**src/design/ioc_regs.svh**
```systemverilog
`ifndef IOC_REGS_SVH
`define IOC_REGS_SVH

// Register indices of the control and calibration registers; one aligned word each
`define IOC_IDX_CTRL 12'h0b2
`define IOC_IDX_CAL 12'h0b3
// Byte addresses on the register bus are four times the index
`define IOC_ADDR_CTRL (`IOC_IDX_CTRL << 2)
`define IOC_ADDR_CAL (`IOC_IDX_CAL << 2)
// Added registers sit at free word addresses of their own
`define IOC_ADDR_SEL 12'h0c0
`define IOC_ADDR_STAT 12'h0c4
`define IOC_ADDR_MASK 12'h0c8

// Control register fields
`define IOC_CTRL_EN_BIT 7
`define IOC_CTRL_RDY_BIT 6
`define IOC_CTRL_SUSP_BIT 5
`define IOC_CTRL_RESET 8'h80

// Calibration field is bits 4..0
`define IOC_CAL_MSB 4
`define IOC_CAL_RESET 5'h10

// Clock select register: [1:0] system source, [3:2] usb source, [4] vbus polarity
`define IOC_SEL_RESET 8'h00

// Status bits: 0 resume event, 1 vbus wake event
`define IOC_STAT_RESUME 0
`define IOC_STAT_VBUS 1

// Oscillator settle time after start, in ns, and the derived cycle count
`define IOC_SETTLE_NS 200
`define IOC_CLK_NS 10
`define IOC_SETTLE_CYC ((`IOC_SETTLE_NS + `IOC_CLK_NS - 1) / `IOC_CLK_NS)

`endif

```
**src/design/ioc_pkg.sv**
```systemverilog
`default_nettype none
package ioc_pkg;
  typedef enum logic [1:0] {
    IOC_DIV8 = 2'b00,
    IOC_DIV4 = 2'b01,
    IOC_DIV2 = 2'b10,
    IOC_DIV1 = 2'b11
  } ioc_div_t;

  typedef enum logic [1:0] {
    IOC_SRC_INT = 2'b00,
    IOC_SRC_EXT = 2'b01,
    IOC_SRC_MUL = 2'b10
  } ioc_src_t;

  typedef enum logic [2:0] {
    IOC_ST_OFF = 3'b001,
    IOC_ST_SETTLE = 3'b010,
    IOC_ST_RUN = 3'b100
  } ioc_state_t;
endpackage
`default_nettype wire

```
**src/design/ioc_div_if.sv**
```systemverilog
`timescale 1ns/1ps
`default_nettype none
// Divider control and its resulting tick
interface ioc_div_if;
  logic run;
  ioc_pkg::ioc_div_t div;
  logic tick;
  modport ctrl (output run, output div, input tick);
  modport divider (input run, input div, output tick);
endinterface
`default_nettype wire

```
**src/design/ioc_divider.sv**
```systemverilog
`timescale 1ns/1ps
`default_nettype none
// Divides the oscillator clock by 1, 2, 4 or 8 into a one-cycle tick
module ioc_divider (
  input wire logic clk_sys,
  input wire logic reset_n,
  ioc_div_if.divider dif
);
  logic [2:0] count;

  // Free counter, held at zero while the oscillator is stopped
  always_ff @(posedge clk_sys or negedge reset_n) begin
    if (!reset_n) begin
      count <= 3'h0;
    end else if (!dif.run) begin
      count <= 3'h0;
    end else begin
      count <= count + 3'h1;
    end
  end

  // Tick when the low bits for the chosen ratio are all ones
  always_comb begin
    case (dif.div)
      ioc_pkg::IOC_DIV1: dif.tick = dif.run;
      ioc_pkg::IOC_DIV2: dif.tick = dif.run & count[0];
      ioc_pkg::IOC_DIV4: dif.tick = dif.run & (&count[1:0]);
      default: dif.tick = dif.run & (&count);
    endcase
  end
endmodule
`default_nettype wire

```
**src/design/ioc_top.sv**
```systemverilog
// What this block does
// - After reset the internal oscillator is the system clock source
// - System clock is oscillator divided by one, two, four or eight
// - Divider resets to divide by eight
// - Control bit 7 enables the oscillator, read and write
// - Control bit 6 reads one only while running at programmed frequency
// - Writing one to control bit 5 stops the oscillator into suspend
// - A non-idle USB event restarts a suspended oscillator
// - VBUS at the selected polarity restarts a suspended oscillator
// - Non-idle bus detection keeps working while the transceiver is suspended
// - Non-idle USB event raises resume interrupt; software then re-enables transceiver
// - Each calibration step changes period by about 0.0025 of base period
// - Calibration resets to the factory value giving 12 MHz
// - Any reset reloads the factory calibration value
// - System clock selectable from internal, external, or multiplier divided by 2
// - USB clock selectable from internal, external, or multiplier
// - Calibration value occupies bits 4 to 0 and sets the period
`timescale 1ns/1ps
`default_nettype none
`include "ioc_regs.svh"
module ioc_top #(
  parameter logic [4:0] FACTORY_CAL = `IOC_CAL_RESET
) (
  input wire logic clk_sys,
  input wire logic reset_n,
  input wire logic psel,
  input wire logic penable,
  input wire logic pwrite,
  input wire logic [11:0] paddr,
  input wire logic [31:0] pwdata,
  output logic [31:0] prdata,
  output logic pready,
  output logic pslverr,
  input wire logic usb_nonidle,
  input wire logic vbus_level,
  output logic osc_running,
  output logic sys_clk_tick,
  output logic [1:0] sys_clk_src,
  output logic [1:0] usb_clk_src,
  output logic [4:0] osc_trim,
  output logic irq
);
  logic [7:0] ctrl;
  logic [4:0] cal;
  logic [7:0] clk_sel;
  logic [1:0] stat;
  logic [1:0] mask;
  logic suspended;
  logic freq_ready;
  logic [7:0] settle_cnt;
  logic wr_en;
  logic rd_en;
  logic wake_usb;
  logic wake_vbus;
  logic [1:0] next_stat;
  ioc_pkg::ioc_state_t state;
  ioc_pkg::ioc_state_t next_state;
  ioc_div_if dif ();

  // Access phase with the slave always ready: one wait-free cycle per transfer
  assign wr_en = psel & penable & pwrite;
  assign rd_en = psel & penable & ~pwrite;

  // Wake conditions; usb_nonidle comes from the always-on detector
  assign wake_usb = usb_nonidle;
  assign wake_vbus = (vbus_level == clk_sel[4]);

  // Control register: enable and divider stored, suspend is a command bit
  always_ff @(posedge clk_sys or negedge reset_n) begin
    if (!reset_n) begin
      ctrl <= `IOC_CTRL_RESET;
    end else if (wr_en && paddr == `IOC_ADDR_CTRL) begin
      ctrl <= {pwdata[7], 5'h00, pwdata[1:0]};
    end
  end

  // Suspend is set by a write of one and cleared by either wake source
  always_ff @(posedge clk_sys or negedge reset_n) begin
    if (!reset_n) begin
      suspended <= 1'b0;
    end else if (wr_en && paddr == `IOC_ADDR_CTRL && pwdata[`IOC_CTRL_SUSP_BIT]) begin
      suspended <= 1'b1;
    end else if (suspended && (wake_usb || wake_vbus)) begin
      suspended <= 1'b0;
    end
  end

  // Calibration: reloads the factory value on every reset
  always_ff @(posedge clk_sys or negedge reset_n) begin
    if (!reset_n) begin
      cal <= FACTORY_CAL;
    end else if (wr_en && paddr == `IOC_ADDR_CAL) begin
      cal <= pwdata[`IOC_CAL_MSB:0];
    end
  end

  // Source select; reset picks the internal oscillator for both clocks
  always_ff @(posedge clk_sys or negedge reset_n) begin
    if (!reset_n) begin
      clk_sel <= `IOC_SEL_RESET;
    end else if (wr_en && paddr == `IOC_ADDR_SEL) begin
      clk_sel <= {3'h0, pwdata[4:0]};
    end
  end

  // Mask register
  always_ff @(posedge clk_sys or negedge reset_n) begin
    if (!reset_n) begin
      mask <= 2'h0;
    end else if (wr_en && paddr == `IOC_ADDR_MASK) begin
      mask <= pwdata[1:0];
    end
  end

  // Sticky events; a new event wins over a write-one clear in the same cycle
  always_comb begin
    next_stat = stat;
    if (wr_en && paddr == `IOC_ADDR_STAT) begin
      next_stat = stat & ~pwdata[1:0];
    end
    if (wake_usb) begin
      next_stat[`IOC_STAT_RESUME] = 1'b1;
    end
    if (suspended && wake_vbus) begin
      next_stat[`IOC_STAT_VBUS] = 1'b1;
    end
  end

  always_ff @(posedge clk_sys or negedge reset_n) begin
    if (!reset_n) begin
      stat <= 2'h0;
    end else begin
      stat <= next_stat;
    end
  end

  // Oscillator state: off, settling after start, then at frequency
  always_comb begin
    case (state)
      ioc_pkg::IOC_ST_OFF: begin
        next_state = (ctrl[`IOC_CTRL_EN_BIT] && !suspended) ?
          ioc_pkg::IOC_ST_SETTLE : ioc_pkg::IOC_ST_OFF;
      end
      ioc_pkg::IOC_ST_SETTLE: begin
        if (!ctrl[`IOC_CTRL_EN_BIT] || suspended) begin
          next_state = ioc_pkg::IOC_ST_OFF;
        end else if (settle_cnt == 8'(`IOC_SETTLE_CYC - 1)) begin
          next_state = ioc_pkg::IOC_ST_RUN;
        end else begin
          next_state = ioc_pkg::IOC_ST_SETTLE;
        end
      end
      ioc_pkg::IOC_ST_RUN: begin
        next_state = (!ctrl[`IOC_CTRL_EN_BIT] || suspended) ?
          ioc_pkg::IOC_ST_OFF : ioc_pkg::IOC_ST_RUN;
      end
      default: next_state = ioc_pkg::IOC_ST_OFF;
    endcase
  end

  always_ff @(posedge clk_sys or negedge reset_n) begin
    if (!reset_n) begin
      state <= ioc_pkg::IOC_ST_OFF;
    end else begin
      state <= next_state;
    end
  end

  // Settle counter also restarts after a trim change, since the period moves
  always_ff @(posedge clk_sys or negedge reset_n) begin
    if (!reset_n) begin
      settle_cnt <= 8'h00;
    end else if (state != ioc_pkg::IOC_ST_SETTLE || (wr_en && paddr == `IOC_ADDR_CAL)) begin
      settle_cnt <= 8'h00;
    end else begin
      settle_cnt <= settle_cnt + 8'h01;
    end
  end

  // Ready only in the run state with no trim write pending
  always_ff @(posedge clk_sys or negedge reset_n) begin
    if (!reset_n) begin
      freq_ready <= 1'b0;
    end else begin
      freq_ready <= (next_state == ioc_pkg::IOC_ST_RUN) &&
        !(wr_en && paddr == `IOC_ADDR_CAL);
    end
  end

  // Divider runs only while the oscillator runs
  assign dif.run = (state == ioc_pkg::IOC_ST_RUN);
  assign dif.div = ioc_pkg::ioc_div_t'(ctrl[1:0]);

  ioc_divider u_div (
    .clk_sys(clk_sys),
    .reset_n(reset_n),
    .dif(dif)
  );

  // Registered outputs; trim passes the period step to the analog cell
  always_ff @(posedge clk_sys or negedge reset_n) begin
    if (!reset_n) begin
      sys_clk_tick <= 1'b0;
      osc_running <= 1'b0;
      sys_clk_src <= 2'h0;
      usb_clk_src <= 2'h0;
      osc_trim <= FACTORY_CAL;
      irq <= 1'b0;
    end else begin
      sys_clk_tick <= dif.tick;
      osc_running <= dif.run;
      sys_clk_src <= clk_sel[1:0];
      usb_clk_src <= clk_sel[3:2];
      osc_trim <= cal;
      irq <= |(next_stat & mask);
    end
  end

  // Read mux; unmapped addresses read zero and raise pslverr
  always_ff @(posedge clk_sys or negedge reset_n) begin
    if (!reset_n) begin
      prdata <= 32'h0000_0000;
      pslverr <= 1'b0;
      pready <= 1'b0;
    end else begin
      pready <= psel & ~penable;
      pslverr <= 1'b0;
      prdata <= 32'h0000_0000;
      if (psel && !penable) begin
        case (paddr)
          `IOC_ADDR_CTRL: prdata <= {24'h00_0000, ctrl[7], freq_ready, 4'h0, ctrl[1:0]};
          `IOC_ADDR_CAL: prdata <= {27'h000_0000, cal};
          `IOC_ADDR_SEL: prdata <= {24'h00_0000, clk_sel};
          `IOC_ADDR_STAT: prdata <= {30'h0000_0000, stat};
          `IOC_ADDR_MASK: prdata <= {30'h0000_0000, mask};
          default: pslverr <= 1'b1;
        endcase
      end
    end
  end
endmodule
`default_nettype wire

```
**config.mk**
```make
export PLATFORM = sky130hd
export DESIGN_NAME = ioc_top
export DESIGN_NICKNAME = d
export VERILOG_FILES = /design/src/design/ioc_pkg.sv /design/src/design/ioc_div_if.sv /design/src/design/ioc_divider.sv /design/src/design/ioc_top.sv
export VERILOG_INCLUDE_DIRS = /design/src /design/src/design
export SDC_FILE = /design/constraint.sdc
export NUM_CORES = 1
export LEC_CHECK = 0
export ABC_AREA = 0
export BUFFER_PORTS_ARGS = -buffer_cell sky130_fd_sc_hd__buf_2
export CAP_MARGIN = 20
export CORE_MARGIN = 2
export CORE_UTILIZATION = 45
export CTS_BUF_LIST = sky130_fd_sc_hd__clkbuf_8
export CTS_CLUSTER_DIAMETER = 50
export CTS_CLUSTER_SIZE = 40
export DETAILED_ROUTE_END_ITERATION = 6
export PLACE_DENSITY = 0.71
export RECOVER_POWER = 25
export SLEW_MARGIN = 0
export SYNTH_ARGS = -nofsm -noshare
export SYNTH_HDL_FRONTEND = slang
export SYNTH_SLANG_ARGS = --single-unit
```
**constraint.sdc**
```tcl
create_clock -name clk_sys -period 3.78 [get_ports clk_sys]
set_input_delay 0.189 -clock clk_sys [delete_from_list [all_inputs] [get_ports clk_sys]]
set_output_delay 0.189 -clock clk_sys [all_outputs]
set_load 0.005 [all_outputs]
```
==> flow_summary.json <==
{
  "cp-end-kind": "register",
  "hold-worst-slack_ns": -0.0115,
  "setup_violations": 0,
  "dpl_worst_slack_ns": 1.63,
  "yosysTopAreaCell": "dfrtp_1",
  "rr_worst_depth": 5,
  "cts_tree": "yes",
  "cts_max_path_buffers": 2,
  "start_kind": "input pin",
  "n_antenna_cell": 0,
  "rows": 27,
  "cts.sinks": 54,
  "r2r-start": "settle_cnt[0]",
  "syn-cell-area_sq_um": 2580,
  "first_pass_iters": 4,
  "antenna_found_initial": 0,
  "relSlewSlack_pct": 42.9,
  "ys_types": 46,
  "routedWlPerCell_microns": 13.5,
  "min_period_ns": 1.85,
  "crit_buf_inv": 1,
  "ys_seq_elements": 54,
  "status": "finished, violations left",
  "postRouteAntennaNets": 0,
  "die_x_microns": 79.7,
  "yosysMostFrequentCell": "dfrtp_1",
  "fillers": 498,
  "max_stage_delay_ns": 0.64,
  "tightestPinTransition_ns": 0.848,
  "min-delay-path-class": "in2async",
  "tns_ns": 0,
  "critPathSlowestCell": "or4b_1",
  "viasPerCell": 5.10,
  "grt_max_degree": 55,
  "setup_slack_ns": 1.93,
  "die_h_microns": 79.7,
  "drc": 0,
  "critPathRequiredTime_ns": 4.00,
  "timing.fmax_ghz": 0.540,
  "cts_buffers": 5,
  "grt_pass1_vias": 1594,
  "multiInputGateArea_sq_um": 1070,
  "synthArstFlopShare_pct": 100,
  "core_area_sq_um": 5510,
  "worstPathMaxFanout": 6,
  "skew_ns": 0.00685,
  "crit_family": "simple AND/OR/NAND/NOR gates",
  "clock_tree.root_cell": "clkbuf_8",
  "start_util_pct": 46.9,
  "postCtsSetupBuffers": 0,
  "synth_edf_count": 0,
  "synth_top_flop_cell": "dfrtp_1",
  "power_density_nw_per_um2": 351,
  "drive_gt1_share_pct": 29.3,
  "io_buffers": 46,
  "ctsHoldBuffers": 0,
  "cts.reportedPaths.clkPinSlew_ns": 0.09,
  "peakVddDrop_v": 0.000140,
  "timing.final.crit_share_pct": 49.0,
  "slew_violations": 0,
  "layout.nets": 326,
  "cap_violations": 0,
  "synth_area_leaders": "dfrtp_1 (48%), buf_4 (7.3%), mux2_2 (5.7%)",
  "yosys.area.top_type_share_pct": 48.5,
  "violations": "negative hold slack",
  "synth_common_cells": "dfrtp_1 (50), buf_4 (25), mux2_2 (13)",
  "finalHoldViolations": 39,
  "cts-resized-gates": 0,
  "vias": 1745,
  "rsz0062_at_grt": "no",
  "setup.worst_path.start": "paddr[8]",
  "syn-instance-count": 222,
  "io_pins": 97,
  "dieArea_sq_um": 6360,
  "finalPower_w": 0.00101,
  "dp_hpwl_microns": 3450,
  "ctsHtreeMaxLevel": 2,
  "crit_chain": "buf_2 -> or4b_1 -> nor3_1 -> nand4_1 -> a31oi_1",
  "overflow": 0,
  "clock_latency_ns": 0.30,
  "rrSetupSlack_ns": 2.22,
  "globalRouteTotalUtil_pct": 15.5,
  "place.gp.congestion": 0.811,
  "regArea_sq_um": 1360,
  "wl_microns": 4620,
  "ys_seq_area_share_pct": 52.5,
  "leakage_nw": 1.46,
  "area_growth_syn_to_layout_pct": 11.9,
  "worstPathArrival_ns": 2.07,
  "syn_area_per_cell_sq_um": 11.6,
  "grt_first_pass_wirelength_microns": 7550,
  "reg2reg_to": "freq_ready",
  "yosysWarnings": 0,
  "drtIter0Drc": 126,
  "worst-setup-path-type": "in2reg"
}
[how the worst max path moves through the flow]
stage                endpoint  slack, ns  cells after the start
finish              prdata[0]       1.93                      5
global route        prdata[0]       1.79                      5
CTS                 prdata[0]       1.96                      5
global placement    prdata[0]       1.66                      5
floorplan              cal[0]       1.88                      5
detailed placement  prdata[0]       1.63                      5
[registers in the layout, indices dropped and copies added, names as in the netlist]
name,flops
u_div.count,3
pslverr,1
mask,2
usb_clk_src,2
pready,1
osc_running,1
sys_clk_src,2
settle_cnt,8
clk_sel,5
osc_trim,5
state,3
irq,1
stat,2
freq_ready,1
ctrl,3
sys_clk_tick,1
suspended,1
prdata,7
cal,5
[where the power goes]
| group | switching, W | leakage, nW | internal (W) | total [W] |
|---|---|---|---|---|
| sequential | 0.000000882 | 0.732 | 0.000579 | 0.000580 |
| combinational | 0.0000375 | 0.672 | 0.0000178 | 0.0000553 |
| clock | 0.000182 | 0.0556 | 0.000195 | 0.000377 |
[through the flow]
step           hold WS, ns  cells  util [%]  instance area [sq um]
6_report           -0.0115    342      52.4                   2890
5_1_grt             0.0482    342      52.4                   2890
4_1_cts            0.00956    342      52.5                   2890
3_5_place_dp         0.349    334      50.5                   2780
3_3_place_gp         0.346    334      50.5                   2780
2_1_floorplan       -0.107    246         -                   2670
[cells in the final DEF, fill, tap and decap left out, types with 2 or more instances in the layout]
cell,netlist,layout
ha_1,6,6
conb_1,1,25
inv_1,6,7
and3_1,5,5
buf_2,2,45
a21o_1,4,4
nand2_1,6,6
mux2_2,13,13
clkbuf_8,0,5
dfrtp_1,50,50
o21ai_0,4,4
nor4_1,3,3
a21oi_1,6,6
nor2_1,12,12
mux2_4,5,5
nor3_1,4,4
nand2b_1,2,2
nand3_1,12,12
a31oi_1,3,3
and4_1,2,2
xor2_1,4,4
and2_1,4,4
nor4b_1,3,3
nor3b_1,3,3
dfstp_2,4,4
nand4_1,7,7
xnor2_1,4,4
or4bb_1,2,2
[worst register-to-register path: stages (launching register included)]
cell and delay (ns):
dfrtp_1 0.37, ha_1 0.20, nor4b_1 0.40, nand4b_1 0.20
a21oi_1 0.17, and3b_1 0.16
[cells by family after synthesis]
| kind of cell | count (synthesis) | share of synthesized area (%) |
|---|---|---|
| simple gates | 75 | 18.0 |
| flops | 54 | 52.5 |
| buf+inv | 37 | 9.40 |
| compound gates | 23 | 5.72 |
| mux | 18 | 8.58 |
| xor+xnor | 8 | 2.71 |
| fa+ha+maj | 6 | 2.91 |
| other cells | 1 | 0.145 |
[routing by layer]
metal / global-route usage [%] / wire length, microns
met5: 0 / 0
met4: 6.44 / 79
met3: 4.07 / 349
met2: 24.3 / 2100
met1: 20.3 / 2090
[layout make-up]
type / instances / share of cell area (%)
Timing Repair Buffer: 47 / 8.19
Inverter: 6 / 0.780
Clock inverter: 3 / 1.43
Tap cell: 72 / 3.12
Sequential cell: 54 / 47.0
Clock buffer: 5 / 2.38
Multi-Input combinational cell: 155 / 37.1
No activity file was read; power rests on OpenSTA's default activity.
